`src/rtl/odl_pkg.sv`:
```
/*
 * shared constants and types for the octal dac serial load link:
 * word layout, channel count, state codes and link timing.
 * assumes a 100 MHz mclk_in on both ends of the link.
 */
package odl_pkg;

   // ------------------------------------------------------------
   // word layout
   // ------------------------------------------------------------
   localparam int WORD_BITS    = 16;
   localparam int CHANNELS     = 8;
   localparam int CODE_BITS    = 12;
   localparam int CTRL_FLAG    = 15;              // 1 = control word
   localparam int ADDR_MSB     = 14;
   localparam int ADDR_LSB     = 12;
   localparam int CODE_MSB     = 11;
   localparam int CTRL_LO_BUF  = 0;               // low group buffer enable
   localparam int CTRL_LO_SUP  = 1;               // low group supply select
   localparam int CTRL_HI_BUF  = 2;
   localparam int CTRL_HI_SUP  = 3;
   localparam logic [4:0] BIT_COUNT_FULL = 5'h10;

   // ------------------------------------------------------------
   // reset values
   // ------------------------------------------------------------
   localparam logic [11:0] CODE_RESET = 12'h000;
   localparam logic [3:0]  CTRL_RESET = 4'h0;

   // ------------------------------------------------------------
   // timing
   // ------------------------------------------------------------
   localparam int MCLK_PERIOD_NS = 10;
   localparam int SCLK_HALF_NS   = 40;            // 12.5 MHz, under 30 MHz
   localparam int SYNC_HIGH_NS   = 50;            // least frame select high
   localparam int LOAD_PULSE_NS  = 20;            // least load pulse width
   localparam int SCLK_HALF_CYC  = (SCLK_HALF_NS + MCLK_PERIOD_NS - 1) / MCLK_PERIOD_NS;
   localparam int SYNC_HIGH_CYC  = (SYNC_HIGH_NS + MCLK_PERIOD_NS - 1) / MCLK_PERIOD_NS;
   localparam int LOAD_PULSE_CYC = (LOAD_PULSE_NS + MCLK_PERIOD_NS - 1) / MCLK_PERIOD_NS;

   // ------------------------------------------------------------
   // types
   // ------------------------------------------------------------
   typedef logic [CHANNELS-1:0][CODE_BITS-1:0] odl_bank_t;

   typedef enum logic [1:0] {
      ODL_REF_UNBUF  = 2'b00,
      ODL_REF_BUF    = 2'b01,
      ODL_REF_SUPPLY = 2'b10
   } odl_ref_mode_e;

   typedef enum logic [1:0] {
      ODL_DEV_IDLE  = 2'b00,
      ODL_DEV_SHIFT = 2'b01,
      ODL_DEV_DONE  = 2'b10
   } odl_dev_state_e;

   typedef enum logic [1:0] {
      ODL_HOST_IDLE  = 2'b00,
      ODL_HOST_SETUP = 2'b01,
      ODL_HOST_SHIFT = 2'b10,
      ODL_HOST_GAP   = 2'b11
   } odl_host_state_e;

endpackage

```
`src/rtl/odl_link_if.sv`:
```
/*
 * the three-wire write link plus the load line between host and dac.
 * assumes the host drives every wire and the dac only listens.
 */
`timescale 1ns/1ps

interface odl_link_if;
   logic sync_n;           // frame select, active low
   logic sclk;             // serial clock made by the host
   logic din;              // serial data
   logic load_outputs_n;   // load dac registers, active low

   modport dev  (input  sync_n, sclk, din, load_outputs_n);
   modport host (output sync_n, sclk, din, load_outputs_n);
endinterface

```
`src/rtl/odl_dac_dev.sv`:
```
/*
 * dac end of the serial load link: samples the link on mclk_in,
 * shifts in 16-bit words, writes input registers or the control
 * setting, and moves input registers into dac registers on load.
 * assumes all link wires are asynchronous to mclk_in and that the
 * serial clock stays well below the mclk_in rate.
 */
`timescale 1ns/1ps

// What this block does
// load low copies input registers to dac
// one load pulse updates all new channels
// load may be held permanently low
// frame select fall enables buffers, shifter
// next 16 falling clocks shift bits
// early frame select rise aborts the write
// 16-bit shifter samples data on falls
// buffers power down after each write
// host keeps serial clock under 30 MHz
// each group reference mode from control bits
// decode and write only after 16th fall
// held load makes dac follow input
module odl_dac_dev (
   input  wire logic                    mclk_in,
   input  wire logic                    reset_n_in,
   odl_link_if.dev                      link,
   output odl_pkg::odl_bank_t           dac_code_out,
   output odl_pkg::odl_ref_mode_e       ref_in_low_group_mode_out,
   output odl_pkg::odl_ref_mode_e       ref_in_high_group_mode_out,
   output logic                         link_buf_on_out,
   output logic                         word_done_out,
   output logic                         frame_abort_out
);
   import odl_pkg::*;

   // ------------------------------------------------------------
   // input synchronisers
   // ------------------------------------------------------------
   // bit 0 sync_n, 1 sclk, 2 din, 3 load_outputs_n
   logic [3:0] pin_meta;
   logic [3:0] pin_sync;
   logic       prev_sync_n;
   logic       prev_sclk;

   // two flops on every link wire
   always_ff @(posedge mclk_in) begin
      if (!reset_n_in) begin
         pin_meta    <= 4'hB;
         pin_sync    <= 4'hB;
         prev_sync_n <= 1'b1;
         prev_sclk   <= 1'b1;
      end else begin
         pin_meta    <= {link.load_outputs_n, link.din, link.sclk, link.sync_n};
         pin_sync    <= pin_meta;
         prev_sync_n <= pin_sync[0];
         prev_sclk   <= pin_sync[1];
      end
   end

   logic sync_fall;
   logic sync_rise;
   logic sclk_fall;
   logic load_low;

   // edge finders on the second stage only
   assign sync_fall = prev_sync_n & ~pin_sync[0];
   assign sync_rise = ~prev_sync_n & pin_sync[0];
   assign sclk_fall = prev_sclk & ~pin_sync[1];
   assign load_low  = ~pin_sync[3];

   // ------------------------------------------------------------
   // frame and shift register
   // ------------------------------------------------------------
   odl_dev_state_e state;
   odl_dev_state_e next_state;
   logic [15:0]    shift_reg;
   logic [15:0]    next_shift_reg;
   logic [4:0]     bit_cnt;
   logic [4:0]     next_bit_cnt;
   logic           next_buf_on;
   logic           next_word_done;
   logic           next_abort;

   // frame sequencing
   always_comb begin
      next_state     = state;
      next_shift_reg = shift_reg;
      next_bit_cnt   = bit_cnt;
      next_buf_on    = link_buf_on_out;
      next_word_done = 1'b0;
      next_abort     = 1'b0;
      case (state)
         ODL_DEV_IDLE: begin
            if (sync_fall) begin
               next_state   = ODL_DEV_SHIFT;
               next_bit_cnt = 5'h00;
               next_buf_on  = 1'b1;
            end
         end
         ODL_DEV_SHIFT: begin
            if (sync_rise) begin
               next_state   = ODL_DEV_IDLE;
               next_buf_on  = 1'b0;
               next_abort   = 1'b1;
            end else if (sclk_fall) begin
               next_shift_reg = {shift_reg[14:0], pin_sync[2]};
               next_bit_cnt   = bit_cnt + 5'h01;
               if (bit_cnt + 5'h01 == BIT_COUNT_FULL) begin
                  next_state     = ODL_DEV_DONE;
                  next_buf_on    = 1'b0;
                  next_word_done = 1'b1;
               end
            end
         end
         ODL_DEV_DONE: begin
            // further clocks ignored until frame select goes high
            if (pin_sync[0]) begin
               next_state = ODL_DEV_IDLE;
            end
         end
         default: begin
            next_state  = ODL_DEV_IDLE;
            next_buf_on = 1'b0;
         end
      endcase
   end

   // frame registers
   always_ff @(posedge mclk_in) begin
      if (!reset_n_in) begin
         state           <= ODL_DEV_IDLE;
         shift_reg       <= 16'h0000;
         bit_cnt         <= 5'h00;
         link_buf_on_out <= 1'b0;
         word_done_out   <= 1'b0;
         frame_abort_out <= 1'b0;
      end else begin
         state           <= next_state;
         shift_reg       <= next_shift_reg;
         bit_cnt         <= next_bit_cnt;
         link_buf_on_out <= next_buf_on;
         word_done_out   <= next_word_done;
         frame_abort_out <= next_abort;
      end
   end

   // ------------------------------------------------------------
   // word decode, input registers and dac registers
   // ------------------------------------------------------------
   odl_bank_t   in_regs;
   odl_bank_t   next_in_regs;
   odl_bank_t   next_dac;
   logic [7:0]  pending;
   logic [7:0]  next_pending;
   logic [3:0]  ctrl;
   logic [3:0]  next_ctrl;
   logic [2:0]  word_addr;

   assign word_addr = shift_reg[ADDR_MSB:ADDR_LSB];

   // writes after a whole word, copies on load
   always_comb begin
      next_in_regs = in_regs;
      next_ctrl    = ctrl;
      next_dac     = dac_code_out;
      next_pending = pending;
      for (int i = 0; i < CHANNELS; i++) begin
         // copy uses the value held before this cycle's write
         if (load_low && pending[i]) begin
            next_dac[i]     = in_regs[i];
            next_pending[i] = 1'b0;
         end
      end
      if (word_done_out) begin
         if (shift_reg[CTRL_FLAG]) begin
            next_ctrl = shift_reg[3:0];
         end else begin
            next_in_regs[word_addr] = shift_reg[CODE_MSB:0];
            next_pending[word_addr] = 1'b1;
         end
      end
   end

   // data registers; a held load drains pending every cycle
   always_ff @(posedge mclk_in) begin
      if (!reset_n_in) begin
         in_regs      <= {CHANNELS{CODE_RESET}};
         dac_code_out <= {CHANNELS{CODE_RESET}};
         pending      <= 8'h00;
         ctrl         <= CTRL_RESET;
      end else begin
         in_regs      <= next_in_regs;
         dac_code_out <= next_dac;
         pending      <= next_pending;
         ctrl         <= next_ctrl;
      end
   end

   // ------------------------------------------------------------
   // reference mode per channel group
   // ------------------------------------------------------------
   odl_ref_mode_e next_ref_lo;
   odl_ref_mode_e next_ref_hi;

   // supply select beats buffer enable
   always_comb begin
      if (next_ctrl[CTRL_LO_SUP]) begin
         next_ref_lo = ODL_REF_SUPPLY;
      end else if (next_ctrl[CTRL_LO_BUF]) begin
         next_ref_lo = ODL_REF_BUF;
      end else begin
         next_ref_lo = ODL_REF_UNBUF;
      end
      if (next_ctrl[CTRL_HI_SUP]) begin
         next_ref_hi = ODL_REF_SUPPLY;
      end else if (next_ctrl[CTRL_HI_BUF]) begin
         next_ref_hi = ODL_REF_BUF;
      end else begin
         next_ref_hi = ODL_REF_UNBUF;
      end
   end

   // mode registers follow control in the same edge
   always_ff @(posedge mclk_in) begin
      if (!reset_n_in) begin
         ref_in_low_group_mode_out  <= ODL_REF_UNBUF;
         ref_in_high_group_mode_out <= ODL_REF_UNBUF;
      end else begin
         ref_in_low_group_mode_out  <= next_ref_lo;
         ref_in_high_group_mode_out <= next_ref_hi;
      end
   end

endmodule // odl_dac_dev

```
`src/flat_wrapper.sv`:
```
// flat-port wrapper written by rule: the top's interface ports become plain ports
module odl_dac_dev_flat import odl_pkg::*;
  (mclk_in, reset_n_in, dac_code_out, ref_in_low_group_mode_out, ref_in_high_group_mode_out, link_buf_on_out, word_done_out, frame_abort_out, link_sync_n, link_sclk, link_din, link_load_outputs_n);
  odl_link_if link_i ();
  input  wire logic mclk_in;
  input  wire logic reset_n_in;
  output odl_pkg::odl_bank_t dac_code_out;
  output odl_pkg::odl_ref_mode_e ref_in_low_group_mode_out;
  output odl_pkg::odl_ref_mode_e ref_in_high_group_mode_out;
  output logic link_buf_on_out;
  output logic word_done_out;
  output logic frame_abort_out;
  input wire logic [$bits(link_i.sync_n)-1:0] link_sync_n;
  input wire logic [$bits(link_i.sclk)-1:0] link_sclk;
  input wire logic [$bits(link_i.din)-1:0] link_din;
  input wire logic [$bits(link_i.load_outputs_n)-1:0] link_load_outputs_n;
  assign link_i.sync_n = link_sync_n;
  assign link_i.sclk = link_sclk;
  assign link_i.din = link_din;
  assign link_i.load_outputs_n = link_load_outputs_n;
  odl_dac_dev u_core (.mclk_in(mclk_in), .reset_n_in(reset_n_in), .link(link_i), .dac_code_out(dac_code_out), .ref_in_low_group_mode_out(ref_in_low_group_mode_out), .ref_in_high_group_mode_out(ref_in_high_group_mode_out), .link_buf_on_out(link_buf_on_out), .word_done_out(word_done_out), .frame_abort_out(frame_abort_out));
endmodule
```
`config.mk`:
```
export PLATFORM = sky130hd
export DESIGN_NAME = odl_dac_dev_flat
export DESIGN_NICKNAME = d
export VERILOG_FILES = /design/src/rtl/odl_pkg.sv /design/src/rtl/odl_link_if.sv /design/src/rtl/odl_dac_dev.sv /design/src/flat_wrapper.sv
export SDC_FILE = /design/constraint.sdc
export NUM_CORES = 1
export LEC_CHECK = 0
export CORE_AREA = 5 5 163 165
export CTS_CLUSTER_DIAMETER = 120
export DETAILED_ROUTE_END_ITERATION = 8
export DIE_AREA = 0 0 168 170
export DONT_BUFFER_PORTS = 1
export SYNTH_ARGS = -nofsm -noshare
export SYNTH_HDL_FRONTEND = slang
export SYNTH_SLANG_ARGS = --single-unit
export TNS_END_PERCENT = 5
```
`constraint.sdc`:
```
create_clock -name mclk_in -period 2.59 [get_ports mclk_in]
set_input_delay 0.259 -clock mclk_in [delete_from_list [all_inputs] [get_ports mclk_in]]
set_output_delay 0.259 -clock mclk_in [all_outputs]
set_load 0.02 [all_outputs]
```
==> impl_metrics.env, run 1 <==
export IMPL_maxCapViolCount=0
export IMPL_timing_rr_end="u_core.in_regs[6]"
export IMPL_postCtsSetupRepairBufs=0
export IMPL_p_per_area_mw_per_mm2=781
export IMPL_synth_cells=1041
export IMPL_rr_worst_depth=4
export IMPL_io_pins=109
export IMPL_max_slew_margin_pct=41.2
export IMPL_die_w_um=168
export IMPL_io_buffers=0
export IMPL_setup_viol=0
export IMPL_syn_nets=1048
export IMPL_holdBufCountCts=5
export IMPL_dpl_hpwl_mm=12.9
export IMPL_synth_edf_count=0
export IMPL_ir_drop_uv=394
export IMPL_min_from="reset_n_in"
export IMPL_vias=6457
export IMPL_first_global_vias=5965
export IMPL_avgRoutedWirePerCell_um=15.7
export IMPL_ys_flop_type="dfxtp_1"
export IMPL_viasPerCell=4.77
export IMPL_synthXorXnorAreaFrac_pct=0
export IMPL_finalMaxSlewViolations=0
export IMPL_cts_resized=0
export IMPL_rsz0062_at_grt="false"
export IMPL_endpoint_kind="flop"
export IMPL_clk_pin_slew_ps=60
export IMPL_final_nets=1013
export IMPL_synth_simple_area_share_pct=23.4
export IMPL_synth_warnings=0
export IMPL_start_util_pct=34.6
export IMPL_cts_tree="done"
export IMPL_placed_cells=1302
export IMPL_fillers=2535
export IMPL_overflow=0
export IMPL_wl_mm=21.3
export IMPL_grt_start_max_net_pins=85
export IMPL_synth_compound_area_share_pct=12.0
export IMPL_dr_pass1_iters=6
export IMPL_hold_class="primary input to flop"
export IMPL_numCtsBuffers=27
export IMPL_fin_cells=1354
export IMPL_post_dp_cell_area_mm2=0.00882
export IMPL_drc_errors=0
export IMPL_antennaDiodeCount=0
export IMPL_place_ws_ps=661
export IMPL_final_util_pct=39.1
export IMPL_synth_top_cell_by_area="dfxtp_1"
export IMPL_fmax_mhz=507
export IMPL_worst_clock_skew_ps=9.20
export IMPL_finalWorstSetupSlack_ps=618
export IMPL_crit_fanout=17
export IMPL_worstSetupPathType="flop to flop"
export IMPL_die_area_mm2=0.0286
export IMPL_path_cells="nor2_1 > nand2_1 > nand2_1 > a21oi_1"
export IMPL_syn_avg_cell_area_um2=8.28
export IMPL_cpMostUsedCell="nand2_1"
export IMPL_crit_required_ps=2980
export IMPL_synth_top_area_share_pct=56.2
export IMPL_critPathMaxStageDelay_ps=650
export IMPL_track_usage_pct=14.2
export IMPL_setup_tns_ps=0
export IMPL_cts_sinks=242
export IMPL_cp_start_kind="flop"
export IMPL_cts_buffer_depth=3
export IMPL_status="finished clean"
export IMPL_yosys_register_bits=242
export IMPL_grt_pass1_wl_mm=33.1
export IMPL_die_height_um=170
export IMPL_synth_cell_type_count=34
export IMPL_synth_top_family_by_area="simple AND/OR/NAND/NOR gates"
export IMPL_synth_area_top_cells="dfxtp_1, nand2_1, a21oi_1"
export IMPL_synth_mux_area_share_pct=4.18
export IMPL_drtIter0Drc=477
export IMPL_min_path_cells=2
export IMPL_min_to="u_core.link_buf_on_out"
export IMPL_synthAdderAreaFrac_pct=0.145
export IMPL_rows=58
export IMPL_crit_arrival_ps=2360
export IMPL_synthesis_area_mm2=0.00862
export IMPL_insertion_delay_ps=520
export IMPL_antenna_found_initial=0
export IMPL_reg2reg_slack_ps=620
export IMPL_htree_levels=1
export IMPL_tightest_slew_ps=881
export IMPL_final_cell_area_mm2=0.00974
export IMPL_core_mm2=0.0249
export IMPL_critPathSlowestCell="nor2_1"
export IMPL_r2r_start="u_core.shift_reg[15]"
export IMPL_drive_gt1_share_pct=5.86
export IMPL_yosysSeqAreaShare_pct=56.2
export IMPL_cts_root_buffer="clkbuf_16"
export IMPL_async_flop_share_pct=0
export IMPL_finalHoldViolCount=0
export IMPL_fin_crit_ps=1970
export IMPL_p_leak_nw=3.17
export IMPL_yosysMostFrequentCell="nand2_1"
export IMPL_area_delta_synth_final_pct=12.9
export IMPL_ant_nets=0
export IMPL_synth_common_cells="nand2_1, dfxtp_1, a21oi_1"
export IMPL_period_share_pct=76.1
export IMPL_gp_congestion=0.754
-- worst max-delay path, delay by kind of cell (launching register included) --
kind / cells / cell delay, ps
simple gates: 3 / 1320
flops: 1 / 450
compound gates: 1 / 80
-- layer usage --
| layer | up-vias | wire length (um) | global-route usage [%] |
|---|---|---|---|
| met5 | - | 0 | 0 |
| met4 | 0 | 320 | 3.42 |
| met3 | 30 | 1740 | 4.07 |
| met2 | 135 | 9530 | 22.0 |
| met1 | 2970 | 9670 | 19.6 |
| li1 | 3322 | - | - |
-- cell families (layout without fill, tap and decap cells) --
family	count (synthesis)	after routing
adders and majority gates	1	1
AOI/OAI and AO/OA	203	203
and+or+nand+nor	476	476
DFF	242	242
muxes	36	36
buffers and inverters	83	66
-- stage by stage --
stage	total power, mW	hold slack, ps
finish	7.61	78.3
global route	7.89	80.0
CTS	7.72	56.3
detailed placement	3.92	338
global placement	3.92	336
floorplan	3.89	332
-- how the worst max path moves through the flow --
| stage | start | to | slack [ps] | depth (start not counted) |
|---|---|---|---|---|
| CTS | u_core.shift_reg[15] | u_core.in_regs[1] | 650 | 4 |
| global placement | u_core.shift_reg[15] | u_core.in_regs[8] | 760 | 4 |
| finish | u_core.shift_reg[15] | u_core.in_regs[6] | 620 | 4 |
| floorplan | u_core.word_done_out | u_core.in_regs[74] | 930 | 6 |
| global route | u_core.shift_reg[15] | u_core.in_regs[11] | 460 | 4 |
| detailed placement | u_core.shift_reg[15] | u_core.in_regs[1] | 660 | 4 |
-- report_power, final --
part	internal [mW]	switching [mW]	leakage (nW)
Combinational	0.0252	0.0748	0.789
Sequential	3.73	0.00903	1.95
Clock	2.30	1.47	0.427
Total	6.06	1.55	3.17
-- cell type report --
type	instances	area [um2]	share of cell area [%]
clock buffer	39	751	7.71
clock inverter	8	119	1.22
inverter	1	8.76	0.0900
multi-input combinational	716	3430	35.2
sequential	242	4840	49.8
tap	330	413	4.24
timing repair buffer	18	173	1.77
-- placed cells by master, fill, tap and decap left out, types with 3 or more instances in the layout --
cell type	count
clkbuf_8	3
nor2_1	44
clkbuf_1	9
nor3_2	3
o21ai_0	4
buf_4	11
and2_1	3
nand3b_1	3
nand2_1	350
clkbuf_16	27
or3_1	4
bufinv_16	3
nor2b_1	9
a21oi_1	192
mux2i_1	36
nor4_1	3
nand2b_1	19
dlygate4sd3_1	5
clkinv_2	4
nand3_1	24
dfxtp_1	242
No activity file was read; power rests on OpenSTA's default activity.
==> inputs of run 2 (changes only) <==
--- a/config.mk
+++ b/config.mk
@@ -5,10 +5,11 @@
 export SDC_FILE = /design/constraint.sdc
 export NUM_CORES = 1
 export LEC_CHECK = 0
-export CORE_AREA = 5 5 163 165
+export ABC_AREA = 1
+export CORE_AREA = 5 5 162 164
 export CTS_CLUSTER_DIAMETER = 120
 export DETAILED_ROUTE_END_ITERATION = 8
-export DIE_AREA = 0 0 168 170
+export DIE_AREA = 0 0 167 169
 export DONT_BUFFER_PORTS = 1
 export SYNTH_ARGS = -nofsm -noshare
 export SYNTH_HDL_FRONTEND = slang
==> constraint.sdc (replaced) <==
create_clock -name mclk_in -period 2 [get_ports mclk_in]
set_input_delay 0.2 -clock mclk_in [delete_from_list [all_inputs] [get_ports mclk_in]]
set_output_delay 0.2 -clock mclk_in [all_outputs]
set_load 0.02 [all_outputs]
==> run 2 against run 1 <==
Effect of this change: sequential share of layout area is 3.6 points lower; maximum frequency shrank 1.1%; global-route usage grew 0.50 points; area after synthesis decreased by 2.2%; setup slack got worse by 610 ps; non-clock buffer count is 84 higher; design area grew 7.9%; sequential cell count unchanged; die area is 1.2% lower; clock skew increased by 11 ps; largest cell class unchanged.
==> impl_metrics.env, run 2 <==
export IMPL_finalWorstSetupSlack_ps=5.19
export IMPL_synth_edf_count=0
export IMPL_path_cells="inv_2 > nand2_1 > nor2_1 > inv_2 > nor2_4 > o21ai_1 > dlygate4sd3_1 > a21oi_1"
export IMPL_fmax_mhz=501
export IMPL_cp_start_kind="flop"
export IMPL_cts_tree="done"
export IMPL_rsz0062_at_grt="true"
export IMPL_worst_clock_skew_ps=19.9
export IMPL_drive_gt1_share_pct=9.90
export IMPL_async_flop_share_pct=0
export IMPL_min_from="reset_n_in"
export IMPL_p_leak_nw=3.85
export IMPL_synth_cells=1002
export IMPL_yosysSeqAreaShare_pct=57.5
export IMPL_cts_root_buffer="clkbuf_16"
export IMPL_whs_ps=37.1
export IMPL_max_slew_margin_pct=43.8
export IMPL_final_common_cell="dfxtp_1"
export IMPL_vias=6821
export IMPL_viasPerCell=4.80
export IMPL_min_path_cells=3
export IMPL_cts_sinks=242
export IMPL_fin_cells=1421
export IMPL_finalHoldViolCount=0
export IMPL_htree_levels=1
export IMPL_crit_required_ps=2450
export IMPL_finalMaxSlewViolations=0
export IMPL_worstSetupPathType="flop to flop"
export IMPL_rr_worst_depth=8
export IMPL_grt_start_max_net_pins=130
export IMPL_dpl_hpwl_mm=12.4
export IMPL_r2r_start="u_core.shift_reg[15]"
export IMPL_core_mm2=0.0247
export IMPL_fin_crit_ps=1990
export IMPL_path_buf_inv=3
export IMPL_path_delay_family="buffers and inverters"
export IMPL_antenna_found_initial=0
export IMPL_reg2reg_slack_ps=5
export IMPL_setup_tns_ps=0
export IMPL_synth_area_top_cells="dfxtp_1, nor2_1, o21ai_0"
export IMPL_final_util_pct=42.5
export IMPL_cpMostUsedCell="inv_2"
export IMPL_syn_nets=1009
export IMPL_power_internal_mw=8.05
export IMPL_min_to="u_core.in_regs[19]"
export IMPL_synth_top_cell_by_area="dfxtp_1"
export IMPL_grt_pass1_wl_mm=34.1
export IMPL_avgRoutedWirePerCell_um=15.6
export IMPL_hold_class="primary input to flop"
export IMPL_io_buffers=0
export IMPL_syn_avg_cell_area_um2=8.41
export IMPL_crit_fanout=24
export IMPL_synth_cell_type_count=31
export IMPL_drtIter0Drc=554
export IMPL_final_nets=1078
export IMPL_final_cell_mix="dfxtp_1, nor2_1, o21ai_0, a21oi_1, dlygate4sd3_1"
export IMPL_ant_nets=0
export IMPL_critPathMaxStageDelay_ps=590
export IMPL_setup_viol=0
export IMPL_die_height_um=169
export IMPL_synth_warnings=0
export IMPL_rows=58
export IMPL_seqPwrFrac_pct=47.6
export IMPL_numCtsBuffers=27
export IMPL_track_usage_pct=14.7
export IMPL_synth_common_cells="dfxtp_1, nor2_1, o21ai_0"
export IMPL_synthesis_area_mm2=0.00843
export IMPL_cts_buffer_depth=3
export IMPL_period_share_pct=99.7
export IMPL_status="finished clean"
export IMPL_critPathSlowestCell="dlygate4sd3_1"
export IMPL_endpoint_kind="flop"
export IMPL_die_w_um=167
export IMPL_insertion_delay_ps=520
export IMPL_p_clk_share_pct=49.5
export IMPL_antennaDiodeCount=0
export IMPL_ir_drop_uv=579
export IMPL_overflow=0
export IMPL_area_delta_synth_final_pct=24.7
export IMPL_p_per_area_mw_per_mm2=972
export IMPL_tightest_slew_ps=842
export IMPL_crit_arrival_ps=2440
export IMPL_synth_top_area_share_pct=57.5
export IMPL_ys_flop_type="dfxtp_1"
export IMPL_wl_mm=22.1
export IMPL_yosysMostFrequentCell="dfxtp_1"
export IMPL_combPwrFrac_pct=2.9
export IMPL_maxCapViolCount=0
export IMPL_dr_pass1_iters=5
export IMPL_start_util_pct=34.0
export IMPL_yosys_register_bits=242
export IMPL_drc_errors=0
export IMPL_netSwitchingPower_mw=2.16
export IMPL_timing_rr_end="u_core.in_regs[18]"
export IMPL_switching_share_pct=21.2
export IMPL_placed_cells=1275
export IMPL_die_area_mm2=0.0282
export IMPL_clk_pin_slew_ps=60
export IMPL_io_pins=109
export IMPL_gp_congestion=0.728
export IMPL_place_ws_ps=514
export IMPL_first_global_vias=6263
[run 2: cell types whose count changed in the layout (fill, tap and decap cells not counted), moves of 36 or more]
cell	delta
nor2_1	+181
o21ai_0	+129
mux2i_1	-36
o21ai_1	+78
dlygate4sd3_1	+86
nand2_1	-311
inv_1	+37
a21oi_1	-92
[run 2: how the worst max path moves through the flow]
stage / from / to / slack, ps / depth (start not counted)
after global placement: u_core.shift_reg[13] / u_core.in_regs[35] / 520 / 7
final: u_core.shift_reg[15] / u_core.in_regs[18] / 5 / 8
after detailed placement: u_core.shift_reg[13] / u_core.in_regs[35] / 510 / 7
after CTS: u_core.shift_reg[13] / u_core.in_regs[25] / 20 / 7
after global routing: u_core.shift_reg[15] / u_core.in_regs[12] / -140 / 8
after floorplan: u_core.word_done_out / u_core.in_regs[36] / 740 / 6
[run 2: power groups by stage]
stage	Clock, mW	Combinational (mW)	Sequential [mW]
2_1_floorplan	0	0.194	4.96
3_3_place_gp	0	0.197	4.97
3_5_place_dp	0	0.199	4.97
4_1_cts	5.16	0.296	4.86
5_1_grt	5.42	0.335	4.86
6_report	5.05	0.298	4.86
[run 2: cell type report]
| cell class | count | area [um2] |
|---|---|---|
| Multi-Input combinational cell | 639 | 3060 |
| Inverter | 59 | 221 |
| Fill cell | 2473 | 14200 |
| Sequential cell | 242 | 4850 |
| Clock inverter | 13 | 154 |
| Tap cell | 330 | 413 |
| Timing Repair Buffer | 102 | 1040 |
| Clock buffer | 36 | 769 |
[run 2: cell families (layout without fill, tap and decap cells)]
group	count (synthesis)	after routing	synth area share, %
fa+ha+maj	1	1	0.148
buf+inv	124	210	6.65
flops	242	242	57.5
simple gates	302	305	15.1
compound gates	333	333	20.6
[run 2: worst reg2reg max path: stages, from the launching register on]
cell and delay (ps):
dfxtp_1 330, inv_2 50, nand2_1 50, nor2_1 110, inv_2 130, nor2_4 420, o21ai_1 130, dlygate4sd3_1 590
a21oi_1 120
[run 2: per-stage QoR]
| step | power (mW) | cell area [um2] |
|---|---|---|
| 5_1_grt | 10.6 | 10500 |
| 3_3_place_gp | 5.17 | 8570 |
| 6_report | 10.2 | 10500 |
| 2_1_floorplan | 5.16 | 8430 |
| 3_5_place_dp | 5.17 | 8570 |
| 4_1_cts | 10.3 | 10400 |
[run 2: what timing repair did]
action	4_1_cts	5_1_grt
endpoints found under the hold margin	220	0
hold buffers	93	0
buffers inserted	0	1
resized for setup	0	10
endpoints found under the setup margin	0	50
[run 2: per-layer routing]
| layer | GRT usage, % | part of all wire (%) |
|---|---|---|
| met1 | 18.7 | 44 |
| met2 | 24.4 | 47 |
| met3 | 5.04 | 7.9 |
| met4 | 2.99 | 1.6 |
| met5 | 0 | 0 |
==> inputs of run 3 (changes only) <==
--- a/config.mk
+++ b/config.mk
@@ -6,10 +6,10 @@
 export NUM_CORES = 1
 export LEC_CHECK = 0
 export ABC_AREA = 1
-export CORE_AREA = 5 5 162 164
+export CORE_AREA = 4 4 161 163
 export CTS_CLUSTER_DIAMETER = 120
 export DETAILED_ROUTE_END_ITERATION = 8
-export DIE_AREA = 0 0 167 169
+export DIE_AREA = 0 0 165 167
 export DONT_BUFFER_PORTS = 1
 export SYNTH_ARGS = -nofsm -noshare
 export SYNTH_HDL_FRONTEND = slang
==> run 3 against run 2 <==
Effect of this change: maximum frequency up 4.2%; clock skew shrank 7.4 ps; utilization increased by 1.1 points; routed wire length increased by 1.2%; global-route usage grew 0.41 points; largest cell class unchanged; largest power group unchanged.
==> impl_metrics.env, run 3 (synthesis gave the netlist of run 2 again) <==
export IMPL_cts_sinks=242
export IMPL_htree_levels=1
export IMPL_die_area_mm2=0.0276
export IMPL_r2r_start="u_core.state[1]"
export IMPL_crit_end="u_core.shift_reg[12]"
export IMPL_maxCapViolCount=0
export IMPL_grt_pass1_wl_mm=33.7
export IMPL_finalHoldViolCount=0
export IMPL_setup_tns_ps=0
export IMPL_area_delta_synth_final_pct=25.7
export IMPL_seq_area_mm2=0.00485
export IMPL_p_per_area_mw_per_mm2=988
export IMPL_dr_pass1_iters=5
export IMPL_viasPerCell=4.87
export IMPL_cp_start_kind="flop"
export IMPL_core_mm2=0.0243
export IMPL_tightest_slew_ps=886
export IMPL_final_cell_mix="dfxtp_1, nor2_1, o21ai_0, a21oi_1, dlygate4sd3_1"
export IMPL_max_slew_margin_pct=40.9
export IMPL_cpMostUsedCell="inv_2"
export IMPL_endpoint_kind="flop"
export IMPL_track_usage_pct=15.1
export IMPL_first_global_vias=6390
export IMPL_reg2reg_slack_ps=80
export IMPL_fin_crit_ps=1920
export IMPL_fmax_mhz=522
export IMPL_p_leak_nw=3.87
export IMPL_insertion_delay_ps=520
export IMPL_worst_clock_skew_ps=12.5
export IMPL_start_util_pct=34.6
export IMPL_crit_arrival_ps=2330
export IMPL_rr_worst_depth=10
export IMPL_drive_gt1_share_pct=9.69
export IMPL_finalMaxSlewViolations=0
export IMPL_crit_required_ps=2420
export IMPL_worstSetupStartpoint="u_core.state[1]"
export IMPL_worstSetupPathType="flop to flop"
export IMPL_timing_rr_end="u_core.shift_reg[12]"
export IMPL_overflow=0
export IMPL_clk_pin_slew_ps=60
export IMPL_hold_class="primary input to flop"
export IMPL_io_pins=109
export IMPL_setup_viol=0
export IMPL_vias=6902
export IMPL_ant_nets=0
export IMPL_final_nets=1081
export IMPL_rows=57
export IMPL_p_total_mw=10.5
export IMPL_avgRoutedWirePerCell_um=15.8
export IMPL_critPathMaxStageDelay_ps=560
export IMPL_wl_mm=22.4
export IMPL_die_w_um=165
export IMPL_cts_tree="done"
export IMPL_crit_fanout=17
export IMPL_critPathSlowestCell="dlygate4sd3_1"
export IMPL_period_share_pct=95.8
export IMPL_path_cells="inv_2 > nand2_2 > nor2_4 > inv_2 > nor2_8 > buf_12 > inv_2 > o21ai_0 > dlygate4sd3_1 > a21oi_1"
export IMPL_rsz0062_at_grt="true"
export IMPL_drc_errors=0
export IMPL_numCtsBuffers=27
export IMPL_cts_buffer_depth=3
export IMPL_top_layer_used="met4"
export IMPL_die_height_um=167
export IMPL_antenna_found_initial=0
export IMPL_met2_length_mm=10.5
export IMPL_final_common_cell="dfxtp_1"
export IMPL_ir_drop_uv=589
export IMPL_dpl_hpwl_mm=12.1
export IMPL_multi_input_area_mm2=0.00310
export IMPL_fillers=2349
export IMPL_wl_met1_mm=9.61
export IMPL_cts_root_buffer="clkbuf_16"
export IMPL_antennaDiodeCount=0
export IMPL_routed_wl_met3_mm=1.89
export IMPL_io_buffers=0
export IMPL_grt_start_max_net_pins=130
export IMPL_gp_congestion=0.720
export IMPL_status="finished clean"
export IMPL_drtIter0Drc=526
[run 3: cell types whose count changed in the layout (fill, tap and decap cells not counted), sizes merged]
cell	previous run	this run
bufinv	3	6
clkinvlp	4	1
buf	10	7
nor2	239	244
dlymetal6s4s	1	0
inv	49	50
dlygate4sd3	91	92
[run 3: through the flow]
| step | area, um2 | setup slack (ps) | hold WS, ps | cells | util, % |
|---|---|---|---|---|---|
| final | 10600 | 84.7 | 192 | 1418 | 43.5 |
| after global placement | 8530 | 444 | 308 | 1264 | 35.1 |
| after CTS | 10400 | 21.7 | 157 | 1406 | 42.9 |
| after floorplan | 8430 | 745 | 298 | 1002 | - |
| after detailed placement | 8530 | 448 | 308 | 1264 | 35.1 |
| after global routing | 10600 | -45.1 | 202 | 1418 | 43.5 |
[run 3: worst min-delay path by stage]
stage | start | to | slack, ps | cells past startpoint
6_report | reset_n_in | u_core.dac_code_out[30] | 190 | 3
5_1_grt | reset_n_in | u_core.shift_reg[3] | 200 | 3
4_1_cts | reset_n_in | u_core.shift_reg[0] | 160 | 3
3_5_place_dp | reset_n_in | u_core.prev_sclk | 310 | 1
3_3_place_gp | link_sync_n | u_core.pin_meta[0] | 310 | 1
2_1_floorplan | link_din | u_core.pin_meta[2] | 300 | 2
[run 3: what timing repair did]
| item | CTS | global route |
|---|---|---|
| endpoints found under the hold margin | 220 | 0 |
| setup endpoints to repair | 0 | 57 |
| hold buffers | 93 | 0 |
| buffers inserted | 0 | 3 |
| gates resized for setup | 0 | 9 |
[run 3: per-layer routing]
layer / vias to the layer above / global-route usage [%]
met3: 32 / 4.79
met4: 0 / 4.20
met2: 166 / 24.1
li1: 3458 / -
met1: 3246 / 19.7
met5: - / 0
[run 3: critical path: cells and delay by family (launching register included)]
kind | cells | cell delay, ps
AO/OA/AOI/OAI | 2 | 170
AND/OR/NAND/NOR | 3 | 380
flip-flops | 1 | 320
buffers and inverters | 5 | 940
[run 3: layout make-up]
class | count | area share [%]
well taps | 324 | 3.83
clock inverters | 14 | 2.17
clock buffers | 35 | 6.85
repair buffers | 100 | 9.97
flip-flops and latches | 242 | 45.8
inverters | 59 | 2.14
multi-input cells | 644 | 29.3
[run 3: report_power, final]
group	total (mW)	switching [mW]	internal (mW)
clock network	5.30	1.96	3.34
logic	0.304	0.183	0.121
registers	4.86	0.0196	4.84
